===== src/sptm_cfg.svh =====
`ifndef SPTM_CFG_SVH
`define SPTM_CFG_SVH
// register byte addresses
`define SPTM_ADDR_CTRL 4'h0
`define SPTM_ADDR_CMPA 4'h4
`define SPTM_ADDR_PER 4'h8
`define SPTM_ADDR_STAT 4'hc
// control field positions
`define SPTM_RUN_BIT 0
`define SPTM_MODE_LO 1
`define SPTM_MODE_HI 2
`define SPTM_IO_LO 3
`define SPTM_IO_HI 4
`define SPTM_CLR_BIT 5
`define SPTM_OC_BIT 6
`define SPTM_POL_BIT 7
`define SPTM_CKS_BIT 8
// status flag positions
`define SPTM_FLAG_P 4
`define SPTM_FLAG_A 5
// lowest bit of the read-only counter copy in the status word
`define SPTM_CNT_LSB 16
// mode and edge codes
`define SPTM_MODE_CAP 2'h1
`define SPTM_MODE_PULSE 2'h2
`define SPTM_IO_RISE 2'h0
`define SPTM_IO_FALL 2'h1
`define SPTM_IO_BOTH 2'h2
`define SPTM_IO_NONE 2'h3
`endif


===== src/sptm_pkg.sv =====
package sptm_pkg;
  typedef enum logic [1:0] {SPTM_IDLE, SPTM_WDATA, SPTM_WADDR, SPTM_WRESP} sptm_wr_t;
endpackage


===== src/sptm_top.sv =====
// Our own choices: register access over AXI4-Lite and the address map.
`timescale 1ns/1ps
`include "sptm_cfg.svh"
// Behaviour
// pulse mode needs mode 10, io 11
// run rise starts counter, leading edge
// ext clock edge sets run bit
// software clearing run ends pulse
// compare A match clears run, flags
// counter zeroed only on run rise
// period and clear select ignored
// software holds run during pulse
// capture mode needs mode 01
// source select picks capture pin
// io select picks capture edge
// io 11 disables capture only
// run rise starts capture counter
// edge copies counter to compare A
// counter free runs until run falls
// period match wraps counter, flags
// period zero runs to max
// pin edges capture even as output
// clear, level, polarity ignored
// ten bit counter, max 3ff
// initial level applied on run rise
// flags A bit5, P bit4 separate
// io codes 00 rise 01 fall 10 both
// pins synchronised before edge detect
module sptm_top #(
  parameter int CW = 10
) (
  // clock and reset
  input wire logic aclk,
  input wire logic aresetn,
  // axi4-lite write
  input wire logic [3:0] s_axi_awaddr,
  input wire logic s_axi_awvalid,
  output logic s_axi_awready,
  input wire logic [31:0] s_axi_wdata,
  input wire logic [3:0] s_axi_wstrb,
  input wire logic s_axi_wvalid,
  output logic s_axi_wready,
  output logic [1:0] s_axi_bresp,
  output logic s_axi_bvalid,
  input wire logic s_axi_bready,
  // axi4-lite read
  input wire logic [3:0] s_axi_araddr,
  input wire logic s_axi_arvalid,
  output logic s_axi_arready,
  output logic [31:0] s_axi_rdata,
  output logic [1:0] s_axi_rresp,
  output logic s_axi_rvalid,
  input wire logic s_axi_rready,
  // timer pins
  input wire logic ext_clock_pin,
  input wire logic capture_input_pin,
  output logic timer_out
);
  localparam logic [CW-1:0] CMAX = '1;
  sptm_pkg::sptm_wr_t wst_r;
  logic [3:0] awaddr_r;
  logic [31:0] wdata_r;
  logic [3:0] wstrb_r;
  logic [8:0] ctrl_r;
  logic [CW-1:0] cnt_r, cmpa_r, per_r;
  logic flag_a_r, flag_p_r, run_d_r, out_r;
  logic [1:0] ext_s_r, cap_s_r;
  logic ext_d_r, cap_d_r;
  logic rvalid_r;
  logic [31:0] rdata_r;
  logic bvalid_r;
  logic [1:0] bresp_r, rresp_r;

  function automatic logic sptm_hit(input logic [3:0] a, input logic [3:0] r);
    sptm_hit = (a[3:2] == r[3:2]);
  endfunction

  // write channel handshakes; a write completes when address and data arrive together, a lone beat parks and then only its own channel stays ready
  wire aw_ok = s_axi_awvalid && (wst_r == sptm_pkg::SPTM_IDLE || wst_r == sptm_pkg::SPTM_WADDR);
  wire w_ok = s_axi_wvalid && (wst_r == sptm_pkg::SPTM_IDLE || wst_r == sptm_pkg::SPTM_WDATA);
  assign s_axi_awready = aw_ok;
  assign s_axi_wready = w_ok;
  wire wr_fire = (aw_ok && w_ok) || (wst_r == sptm_pkg::SPTM_WDATA && aw_ok)
                 || (wst_r == sptm_pkg::SPTM_WADDR && w_ok);
  wire [3:0] wa = (wst_r == sptm_pkg::SPTM_WADDR) ? awaddr_r : s_axi_awaddr;
  wire [31:0] wd = (wst_r == sptm_pkg::SPTM_WDATA) ? wdata_r : s_axi_wdata;
  // strobes belong to the data beat, so a parked beat keeps its own strobes
  wire [3:0] ws = (wst_r == sptm_pkg::SPTM_WDATA) ? wstrb_r : s_axi_wstrb;
  // an unaligned address answers with an error and touches no register
  wire wr_bad = wr_fire && (wa[1:0] != 2'h0);
  wire wr_go = wr_fire && !wr_bad;
  wire wr_ctrl = wr_go && sptm_hit(wa, `SPTM_ADDR_CTRL) && ws[0];
  wire wr_ctrh = wr_go && sptm_hit(wa, `SPTM_ADDR_CTRL) && ws[1];
  wire wr_cmpa = wr_go && sptm_hit(wa, `SPTM_ADDR_CMPA);
  wire wr_per = wr_go && sptm_hit(wa, `SPTM_ADDR_PER);
  wire wr_stat = wr_go && sptm_hit(wa, `SPTM_ADDR_STAT) && ws[0];

  // write state machine
  always_ff @(posedge aclk) begin
    if (!aresetn) begin
      wst_r <= sptm_pkg::SPTM_IDLE;
      awaddr_r <= 4'h0;
      wdata_r <= 32'h0;
      wstrb_r <= 4'h0;
    end else begin
      case (wst_r)
        sptm_pkg::SPTM_IDLE: begin
          if (aw_ok && w_ok) wst_r <= sptm_pkg::SPTM_WRESP;
          else if (aw_ok) begin
            wst_r <= sptm_pkg::SPTM_WADDR;
            awaddr_r <= s_axi_awaddr;
          end else if (w_ok) begin
            wst_r <= sptm_pkg::SPTM_WDATA;
            wdata_r <= s_axi_wdata;
            wstrb_r <= s_axi_wstrb;
          end
        end
        sptm_pkg::SPTM_WADDR: if (w_ok) wst_r <= sptm_pkg::SPTM_WRESP;
        sptm_pkg::SPTM_WDATA: if (aw_ok) wst_r <= sptm_pkg::SPTM_WRESP;
        sptm_pkg::SPTM_WRESP: if (s_axi_bready) wst_r <= sptm_pkg::SPTM_IDLE;
        default: wst_r <= sptm_pkg::SPTM_IDLE;
      endcase
    end
  end

  // write response; stays until bready
  always_ff @(posedge aclk) begin
    if (!aresetn) begin
      bvalid_r <= 1'b0;
      bresp_r <= 2'h0;
    end else if (wr_fire) begin
      bvalid_r <= 1'b1;
      bresp_r <= wr_bad ? 2'h2 : 2'h0;
    end else if (bvalid_r && s_axi_bready) bvalid_r <= 1'b0;
  end
  assign s_axi_bvalid = bvalid_r;
  assign s_axi_bresp = bresp_r;

  // pin synchronisers; only the second stage feeds edge detection
  // two-stage sync
  always_ff @(posedge aclk) begin
    if (!aresetn) begin
      ext_s_r <= 2'h0;
      cap_s_r <= 2'h0;
      ext_d_r <= 1'b0;
      cap_d_r <= 1'b0;
    end else begin
      ext_s_r <= {ext_s_r[0], ext_clock_pin};
      cap_s_r <= {cap_s_r[0], capture_input_pin};
      ext_d_r <= ext_s_r[1];
      cap_d_r <= cap_s_r[1];
    end
  end

  // mode decode
  wire [1:0] mode = {ctrl_r[`SPTM_MODE_HI], ctrl_r[`SPTM_MODE_LO]};
  wire [1:0] io = {ctrl_r[`SPTM_IO_HI], ctrl_r[`SPTM_IO_LO]};
  wire run = ctrl_r[`SPTM_RUN_BIT];
  // pulse mode decode
  wire pulse_mode = (mode == `SPTM_MODE_PULSE) && (io == `SPTM_IO_NONE);
  // capture mode decode
  wire cap_mode = (mode == `SPTM_MODE_CAP);
  wire run_rise = run && !run_d_r;
  wire ext_rise = ext_s_r[1] && !ext_d_r;
  wire ext_fall = !ext_s_r[1] && ext_d_r;
  // capture source mux, pin used regardless of direction elsewhere
  wire src_now = ctrl_r[`SPTM_CKS_BIT] ? ext_s_r[1] : cap_s_r[1];
  wire src_old = ctrl_r[`SPTM_CKS_BIT] ? ext_d_r : cap_d_r;
  // edge qualification
  wire cap_edge = (io == `SPTM_IO_RISE) ? (src_now && !src_old) :
                  (io == `SPTM_IO_FALL) ? (!src_now && src_old) :
                  (io == `SPTM_IO_BOTH) ? (src_now != src_old) : 1'b0;
  // capture strobe
  wire cap_hit = cap_mode && run && cap_edge;
  // trigger on rising ext clock edge
  wire trig = pulse_mode && !run && ext_rise;
  // compare A match ends pulse
  wire a_match = pulse_mode && run && !run_rise && (cnt_r == cmpa_r);
  // period match; zero period wraps at max
  wire p_match = cap_mode && run && !run_rise && (per_r == {CW{1'b0}} ? cnt_r == CMAX : cnt_r == per_r);

  // control register: software writes, hardware sets or clears run
  always_ff @(posedge aclk) begin
    if (!aresetn) ctrl_r <= 9'h0;
    else begin
      if (wr_ctrl) ctrl_r[7:0] <= wd[7:0];
      if (wr_ctrh) ctrl_r[`SPTM_CKS_BIT] <= wd[`SPTM_CKS_BIT];
      // hardware clear wins over write
      if (a_match) ctrl_r[`SPTM_RUN_BIT] <= 1'b0;
      // trigger sets run
      else if (trig) ctrl_r[`SPTM_RUN_BIT] <= 1'b1;
    end
  end

  // counter; only runs in pulse or capture mode
  // counter control
  always_ff @(posedge aclk) begin
    if (!aresetn) begin
      cnt_r <= {CW{1'b0}};
      run_d_r <= 1'b0;
    end else begin
      run_d_r <= run;
      if (run_rise) cnt_r <= {CW{1'b0}};
      else if (p_match) cnt_r <= {CW{1'b0}};
      else if (run && (pulse_mode || cap_mode)) cnt_r <= cnt_r + 1'b1;
    end
  end

  // output pin: initial level on run rise, inverted while pulse active
  // leading and trailing edges; clear select unused
  always_ff @(posedge aclk) begin
    if (!aresetn) out_r <= 1'b0;
    else if (pulse_mode) begin
      if (run_rise) out_r <= !ctrl_r[`SPTM_OC_BIT] ^ ctrl_r[`SPTM_POL_BIT];
      else if (!run) out_r <= ctrl_r[`SPTM_OC_BIT] ^ ctrl_r[`SPTM_POL_BIT];
    end
  end
  assign timer_out = out_r;

  // compare A, period and flags; set beats software clear
  // capture latch and flags
  always_ff @(posedge aclk) begin
    if (!aresetn) begin
      cmpa_r <= {CW{1'b0}};
      per_r <= {CW{1'b0}};
      flag_a_r <= 1'b0;
      flag_p_r <= 1'b0;
    end else begin
      if (cap_hit) cmpa_r <= cnt_r;
      else if (wr_cmpa) cmpa_r <= wd[CW-1:0];
      if (wr_per) per_r <= wd[CW-1:0];
      if (cap_hit || a_match) flag_a_r <= 1'b1;
      else if (wr_stat && wd[`SPTM_FLAG_A]) flag_a_r <= 1'b0;
      if (p_match) flag_p_r <= 1'b1;
      else if (wr_stat && wd[`SPTM_FLAG_P]) flag_p_r <= 1'b0;
    end
  end

  // read channel, one cycle latency
  wire [3:0] ra = s_axi_araddr;
  // status word: counter copy above, the two match flags below
  wire [31:0] stat_word = ({{(32-CW){1'b0}}, cnt_r} << `SPTM_CNT_LSB) |
                          ({31'h0, flag_a_r} << `SPTM_FLAG_A) |
                          ({31'h0, flag_p_r} << `SPTM_FLAG_P);
  wire [31:0] rd_mux = sptm_hit(ra, `SPTM_ADDR_CTRL) ? {23'h0, ctrl_r} :
                       sptm_hit(ra, `SPTM_ADDR_CMPA) ? {{(32-CW){1'b0}}, cmpa_r} :
                       sptm_hit(ra, `SPTM_ADDR_PER) ? {{(32-CW){1'b0}}, per_r} :
                       stat_word;
  assign s_axi_arready = !rvalid_r;
  always_ff @(posedge aclk) begin
    if (!aresetn) begin
      rvalid_r <= 1'b0;
      rdata_r <= 32'h0;
      rresp_r <= 2'h0;
    end else if (s_axi_arvalid && !rvalid_r) begin
      rvalid_r <= 1'b1;
      rdata_r <= rd_mux;
      rresp_r <= (ra[1:0] != 2'h0) ? 2'h2 : 2'h0;
    end else if (s_axi_rready) rvalid_r <= 1'b0;
  end
  assign s_axi_rvalid = rvalid_r;
  assign s_axi_rdata = rdata_r;
  assign s_axi_rresp = rresp_r;

  // checks
  property p_amatch;
    @(posedge aclk) disable iff (!aresetn) a_match |=> !run && flag_a_r;
  endproperty
  a_amatch: assert property (p_amatch) else $error("compare A did not stop pulse");
  property p_trig;
    @(posedge aclk) disable iff (!aresetn) (trig && !wr_ctrl) |=> run ##1 cnt_r == 0;
  endproperty
  a_trig: assert property (p_trig) else $error("trigger did not start counter");
  property p_cap;
    @(posedge aclk) disable iff (!aresetn) cap_hit |=> cmpa_r == $past(cnt_r) && flag_a_r;
  endproperty
  a_cap: assert property (p_cap) else $error("capture value wrong");
  property p_nocap;
    @(posedge aclk) disable iff (!aresetn) (io == `SPTM_IO_NONE) |-> !cap_hit;
  endproperty
  a_nocap: assert property (p_nocap) else $error("capture with io 11");
  property p_wrap;
    @(posedge aclk) disable iff (!aresetn) p_match && !run_rise |=> cnt_r == 0 && flag_p_r;
  endproperty
  a_wrap: assert property (p_wrap) else $error("period wrap wrong");
  property p_max;
    @(posedge aclk) disable iff (!aresetn)
      cap_mode && run && !run_rise && per_r == 0 && cnt_r == CMAX |=> cnt_r == 0 && flag_p_r;
  endproperty
  a_max: assert property (p_max) else $error("no wrap at max");
  property p_rise;
    @(posedge aclk) disable iff (!aresetn) run_rise |=> cnt_r == 0;
  endproperty
  a_rise: assert property (p_rise) else $error("counter not zeroed on start");
  // levels taken from the cycle of the start, so a same-cycle write cannot confuse the check
  property p_lead;
    @(posedge aclk) disable iff (!aresetn)
      pulse_mode && run_rise |=> timer_out == !($past(ctrl_r[`SPTM_OC_BIT]) ^ $past(ctrl_r[`SPTM_POL_BIT]));
  endproperty
  a_lead: assert property (p_lead) else $error("leading edge wrong");
  // trailing edge level
  property p_trail;
    @(posedge aclk) disable iff (!aresetn)
      pulse_mode && !run |=> timer_out == ($past(ctrl_r[`SPTM_OC_BIT]) ^ $past(ctrl_r[`SPTM_POL_BIT]));
  endproperty
  a_trail: assert property (p_trail) else $error("trailing edge wrong");
  property p_bresp;
    @(posedge aclk) disable iff (!aresetn) wr_fire |=> s_axi_bvalid;
  endproperty
  a_bresp: assert property (p_bresp) else $error("no write response"); // AXI4-Lite write response, our own choice
  c_pulse: cover property (@(posedge aclk) disable iff (!aresetn) a_match);
  c_cap: cover property (@(posedge aclk) disable iff (!aresetn) cap_hit);
  c_wrap: cover property (@(posedge aclk) disable iff (!aresetn) p_match);
  c_trig: cover property (@(posedge aclk) disable iff (!aresetn) trig);
  c_max: cover property (@(posedge aclk) disable iff (!aresetn) cap_mode && per_r == 0 && p_match);
endmodule // sptm_top


===== config.mk =====
export PLATFORM = sky130hd
export DESIGN_NAME = sptm_top
export DESIGN_NICKNAME = d
export VERILOG_FILES = /design/src/sptm_pkg.sv /design/src/sptm_top.sv
export VERILOG_INCLUDE_DIRS = /design/src
export SDC_FILE = /design/constraint.sdc
export NUM_CORES = 1
export LEC_CHECK = 0
export BUFFER_PORTS_ARGS = -buffer_cell sky130_fd_sc_hd__buf_2
export CAP_MARGIN = 20
export CORE_MARGIN = 2
export CORE_UTILIZATION = 55
export CTS_CLUSTER_SIZE = 40
export DETAILED_ROUTE_END_ITERATION = 16
export PLACE_DENSITY = 0.85
export SLEW_MARGIN = 30
export SYNTH_ARGS = -nofsm -noshare
export SYNTH_HDL_FRONTEND = slang
export SYNTH_SLANG_ARGS = --single-unit

===== constraint.sdc =====
create_clock -name aclk -period 7.4 [get_ports aclk]
set_input_delay 1.48 -clock aclk [delete_from_list [all_inputs] [get_ports aclk]]
set_output_delay 1.48 -clock aclk [all_outputs]
set_load 0.01 [all_outputs]

* Word level (Yosys, flattened, before mapping) *
Index checks and enable logic that the tools add are counted.

storage, ports and cells
  logic and storage cells = 155
  register bits = 105
  memory bits (writable) = 0
  input port bits = 53
  bits in latches = 0
  memories kept = 0
  ROM bits = 0

cells by class
  divide/modulo/power cells = 0
  equality and inequality tests = 22
  $mul = 0
  order comparisons = 0
  muxes and demuxes = 35
  add/sub/neg operators = 1
  bitwise gates (word level) = 7
  shift-type cells = 0
  reduce and logical (&&, ||, !) cells = 67

operator list
  cell                   number
  $mux 26                3
  $logic_and 1x1->1      33
  $mux 10                3
  $or 26x5->26           1
  $or 26x6->26           1
  $eq 10x10->1           2
  $mux 1                 18
  $mux 2                 9
  $eq 2x2->1 const B     8
  $reduce_bool 2->1      8
  $add 10x1->10 const B  1
  $eq 10x10->1 const B   1
  $eq 2x1->1 const B     5
  $logic_not 10->1       1
  $logic_not 1->1        9
  $logic_not 2->1        4
  $pmux 2 s4             1
  $reduce_and 4->1       2
  $logic_or 1x1->1       6
  $ne 2x2->1 const B     3
  $mux 4                 1
  $ne 4x3->1 const B     1
  $not 1->1              3
  $reduce_and 3->1       1
  other kinds (6)        7

* Logic depth before layout (Yosys ltp) *
  depth after elaboration = 14
  depth in mapped cells = 9
  depth with buffers taken out = 8

* Worst setup path after synthesis *
Ideal clock, no wire load.

  path kind = input to output
  start point = in s_axi_wvalid
  end point = out s_axi_wready
  path slack = 4.251 ns
  cell stages on the path = 2
  required time = 5.920 ns
  arrival time = 1.669 ns
  buffers on the path = 0
  path through = o21ai_0 > inv_1

between the ends
  word-level cells in the longest chain between the ends = 1

ends and longest elaborated chain
  item               line            text
  start, declared    sptm_top.sv:41  input wire logic s_axi_wvalid,
  $logic_and 1x1->1  sptm_top.sv:80  wire w_ok = s_axi_wvalid && (wst_r == sptm_pkg::SPTM_IDLE || wst_r == sptm_pkg::SPTM_WDATA);
  end, declared      sptm_top.sv:42  output logic s_axi_wready,

Every way passes these cells.

* Final worst setup path *
  start point = in s_axi_awaddr[0]
  end point = reg per_r[1]

between the ends
  word-level cells in the longest chain between the ends = 6

ends and longest elaborated chain
  item                  line             text
  start, declared       sptm_top.sv:36   input wire logic [3:0] s_axi_awaddr,
  $mux 4                sptm_top.sv:85   wire [3:0] wa = (wst_r == sptm_pkg::SPTM_WADDR) ? awaddr_r : s_axi_awaddr;
  $reduce_bool 2->1     sptm_top.sv:90   wire wr_bad = wr_fire && (wa[1:0] != 2'h0);
  $logic_and 1x1->1     sptm_top.sv:90
  $logic_not 1->1       sptm_top.sv:91   wire wr_go = wr_fire && !wr_bad;
  $logic_and 1x1->1     sptm_top.sv:91
  $logic_and 1x1->1     sptm_top.sv:95   wire wr_per = wr_go && sptm_hit(wa, `SPTM_ADDR_PER);
  end signal, assigned  sptm_top.sv:225  per_r <= {CW{1'b0}};
  end signal, assigned  sptm_top.sv:231  if (wr_per) per_r <= wd[CW-1:0];
  end, declared         sptm_top.sv:65   logic [CW-1:0] cnt_r, cmpa_r, per_r;

Every way passes these cells.
A chain may end at the register's enable or synchronous reset.

==> results.txt <==
The residual overflow from global routing is 0, and the combined buffer and inverter count along the critical path is 1. The class of the most critical hold timing path is flop to flop. The initial cell density of the core was 0.568; the worst hold path depth was 1. The run gives 4690 um^2 as the cell area after synthesis. The count of buffers from port buffering is 56, and the die boundary height is 96.3 um. Number of H-tree branching levels: 3. Max-cap violations in this run came to 0.

The tools report the number of global-route vias before repair as 3621. For the number of setup buffers added after CTS, the log shows 0. The run gives 4.08 ns as the worst reg-to-reg setup slack.

The worst clock skew was 0.0124 ns. The area overhead of the layout relative to synthesis works out to 10.1%. The logs give 6 for the iteration count of the initial detailed-routing pass and 0.407 for the routing usage on met2. Synthesis produced a netlist whose cell count is 520. After detailed routing, the number of remaining DRC violations is 0. The number of clock sinks is 91, and the first-pass GRT wire length is 17700 um. The post-detailed-route count of antenna-violating nets was 0; the proportion of register bits with asynchronous set or reset after synthesis was 0.

The analysis attributes to cell leakage a power of 2.14 nW. The die covers 9280 um^2. The tools report the final standard cell utilization of the core as 0.625. The routed layout has 3914 vias. After detailed routing, the number of vias per cell comes to 5.92. Among all flip-flop cells after synthesis, the most frequent one is dfxtp_1. Global placement routability congestion: 0.877. The delay contributed by the slowest stage of the critical path came out at 0.77 ns. The maximum clock insertion buffer count came out at 2. Across the VDD grid, the largest voltage drop is 0.133 mV. The floorplan has 33 rows.

The run gives 0.251 as the overall track demand over capacity in global routing. The worst register-to-register path begins at wst_r[1]$_SDFFE_PN0P_. The clock period could shrink to 3.60 ns. Clock-pin slew was measured on the worst setup and hold paths at 0.09 ns. Data arrives at the worst endpoint at 3.83 ns.

By startpoint and endpoint, the worst setup path is classified as primary input to flop. The tree is rooted in a clkbuf_8. The slowest stage of the critical path is the nor3b_4 cell. Entering global routing, the biggest net connects 63 pins. The flow ran to the end, and the final reports show no timing, DRC or antenna violations.

At the later pin of the worst-skew pair, clock insertion delay measures 0.37 ns. Initial antenna violation count: 0. Pin placement for this block handled 95 I/O pins. The signal on the critical path passes through buf_2, or3_1, a2111oi_4, nor3b_4, mux2i_1, nor2_1. The power density over the cells came out at 251 nW/um^2. The layer flagged by global routing as most heavily used is met2. The number of cells on the worst reg-to-reg path is 7, and the mean instance size in the synthesized netlist is 9.02 um^2. For the met3 layer usage reported by global route, the log shows 0.0431.

The actual slew at the worst max-slew pin works out to 0.818 ns. The worst setup path is launched from a primary input. Based on the critical path, the design can be clocked at up to 278 MHz. Hold violation total from the final report: 0. After legalization and detailed placement, the total HPWL measured 7910 um. For this run, the number of Yosys warnings is 0. In this run the critical register-to-register path is captured at per_r[1]$_SDFFE_PN0P_. The chip width is 96.3 um, and the post-cts gate resize count is 0. Data on the critical path is required at its endpoint by 7.64 ns. The max-slew violation count came out at 0. The end point of the most critical hold path was ext_s_r[1]$_SDFF_PN0_. The layout has 683 filler cells. The hold-fix buffer count after cts was 0; the share of final-layout standard cells stronger than drive strength 1 was 0.176. Total number of nets in the final design: 613. The share of the cycle needed by the critical path after routing is 0.486, and the count of final setup violators is 0. The number of synthesized register bits came out at 91.

Setup repair after global routing left no endpoint under its margin. TritonCTS built the clock tree. In this run the worst path has a maximum fanout of 12.

The run gives 0.388 as the post-synthesis sequential area ratio. The tools report the worst relative slew slack as 0.454. Among cell families on the critical path, the largest total delay comes from simple AND/OR/NAND/NOR gates. After the first detailed-routing iteration, the DRC count stood at 317. The met1 usage in global routing was 0.319; the number of buffers created by CTS was 9. The worst setup path is captured at a flop. The number of antenna diodes in the final layout is 0. The synthesized netlist contains 57 unique library cells.

The average routed wire per standard cell is 16.9 um, and the number of flops mapped to enable cells by yosys is 0. Setup total negative slack on the finished layout was measured at 0 ns. The area of the core is 8260 um^2. The startpoint of the lowest-slack hold path was ext_s_r[0]$_SDFF_PN0_.

The wire length reported by the detailed router is 11200 um.
[state kept, by name (all words and copies together), names as in the netlist, 2 cells and up]
register     flops
wst_r            2
ctrl_r           9
ext_s_r          2
wstrb_r          2
awaddr_r         4
wdata_r         10
s_axi_rdata     20
cap_s_r          2
per_r           10
cnt_r           10
cmpa_r          10
[layout by cell type, fill, tap and decap left out, types with 2 or more instances in the layout]
cell,n
bufinv_16,3
or3_1,2
o21ai_0,5
nand3_1,5
o21a_1,2
clkbuf_8,9
nor2_1,71
a21oi_1,15
ha_1,8
clkinv_4,2
and4_1,2
dfxtp_1,91
o211ai_1,21
a31oi_1,4
conb_1,14
nand2_1,25
nor2b_1,5
nand3b_1,3
o22ai_1,2
inv_1,19
xnor2_1,19
a211oi_1,20
nand4_1,3
nand2b_1,7
buf_2,56
xor2_1,2
a22oi_1,14
and2_1,10
or4_1,3
mux2_2,14
mux2i_1,52
mux4_2,2
nor3_1,20
[routing by layer]
layer / vias to the layer above / share of wire
met5: - / 0
met4: 0 / 0.033
met3: 39 / 0.064
met2: 164 / 0.47
met1: 1840 / 0.43
li1: 1871 / -
[cell usage after synthesis (2+ instances only)]
library cell | instances | share of area
nand3b_1 | 3 | 0.0048
nor3b_2 | 2 | 0.0053
buf_1 | 4 | 0.0032
or4_1 | 3 | 0.0048
ha_1 | 8 | 0.021
mux4_2 | 2 | 0.0096
a22oi_1 | 14 | 0.022
buf_2 | 2 | 0.0021
nand2_1 | 25 | 0.020
inv_1 | 19 | 0.015
mux2_2 | 14 | 0.034
and2_1 | 10 | 0.013
a21oi_1 | 15 | 0.016
nor2b_1 | 5 | 0.0067
o21a_1 | 2 | 0.0032
mux2i_1 | 52 | 0.11
and4_1 | 2 | 0.0037
o21ai_0 | 5 | 0.0053
xnor2_1 | 19 | 0.035
nand3_1 | 5 | 0.0053
o22ai_1 | 2 | 0.0027
nand2b_1 | 7 | 0.0093
clkbuf_1 | 26 | 0.021
xor2_1 | 2 | 0.0037
nor2_1 | 71 | 0.057
nand4_1 | 3 | 0.0040
a211oi_1 | 20 | 0.032
nor3_1 | 20 | 0.021
buf_4 | 16 | 0.026
dfxtp_1 | 91 | 0.39
or3_1 | 2 | 0.0027
a31oi_1 | 4 | 0.0053
o211ai_1 | 21 | 0.034
[through the flow]
stage	hold slack, ns	instances	cell area, um^2	setup slack (ns)	total power, mW
finish	0.441	661	5160	3.80	1.30
global route	0.473	661	5160	3.65	1.36
CTS	0.445	661	5160	3.83	1.29
detailed placement	0.425	646	4920	3.46	0.895
global placement	0.415	646	4900	2.94	0.872
floorplan	0.412	533	4740	4.25	0.821
[layout make-up]
| type | instances | area, um^2 | share of cell area |
|---|---|---|---|
| clock inverter | 6 | 115 | 0.0223 |
| sequential | 91 | 1820 | 0.353 |
| timing repair buffer | 57 | 288 | 0.0557 |
| tap | 105 | 131 | 0.0254 |
| clock buffer | 9 | 124 | 0.0240 |
| inverter | 20 | 77.6 | 0.0150 |
| multi-input combinational | 373 | 2610 | 0.505 |
[logic make-up (layout without fill, tap and decap cells)]
logic type,count (synthesis),in the layout,synth area share
muxes,68,68,0.154
AOI/OAI and AO/OA,94,94,0.146
and+or+nand+nor,168,168,0.179
other,1,14,0.000800
buffers and inverters,69,92,0.0702
xor gates and xnor gates,21,21,0.0392
adders and majority gates,8,8,0.0213
DFF,91,91,0.388
[power by group]
| part | total [mW] | internal, mW | leakage, nW | switching, mW |
|---|---|---|---|---|
| sequential | 0.540 | 0.518 | 0.738 | 0.0221 |
| clock | 0.406 | 0.224 | 0.115 | 0.183 |
| combinational | 0.352 | 0.147 | 1.28 | 0.204 |
[worst max-delay path by stage]
stage / from / end / slack [ns] / cells after the start
global route: s_axi_awaddr[0] / per_r[2]$_SDFFE_PN0P_ / 3.65 / 6
floorplan: s_axi_wvalid / s_axi_wready / 4.25 / 2
CTS: s_axi_awaddr[0] / per_r[0]$_SDFFE_PN0P_ / 3.83 / 6
finish: s_axi_awaddr[0] / per_r[1]$_SDFFE_PN0P_ / 3.80 / 6
detailed placement: s_axi_awaddr[0] / per_r[0]$_SDFFE_PN0P_ / 3.46 / 6
global placement: s_axi_awaddr[0] / per_r[9]$_SDFFE_PN0P_ / 2.94 / 6
Note: power is estimated with default switching activity, not from simulation.
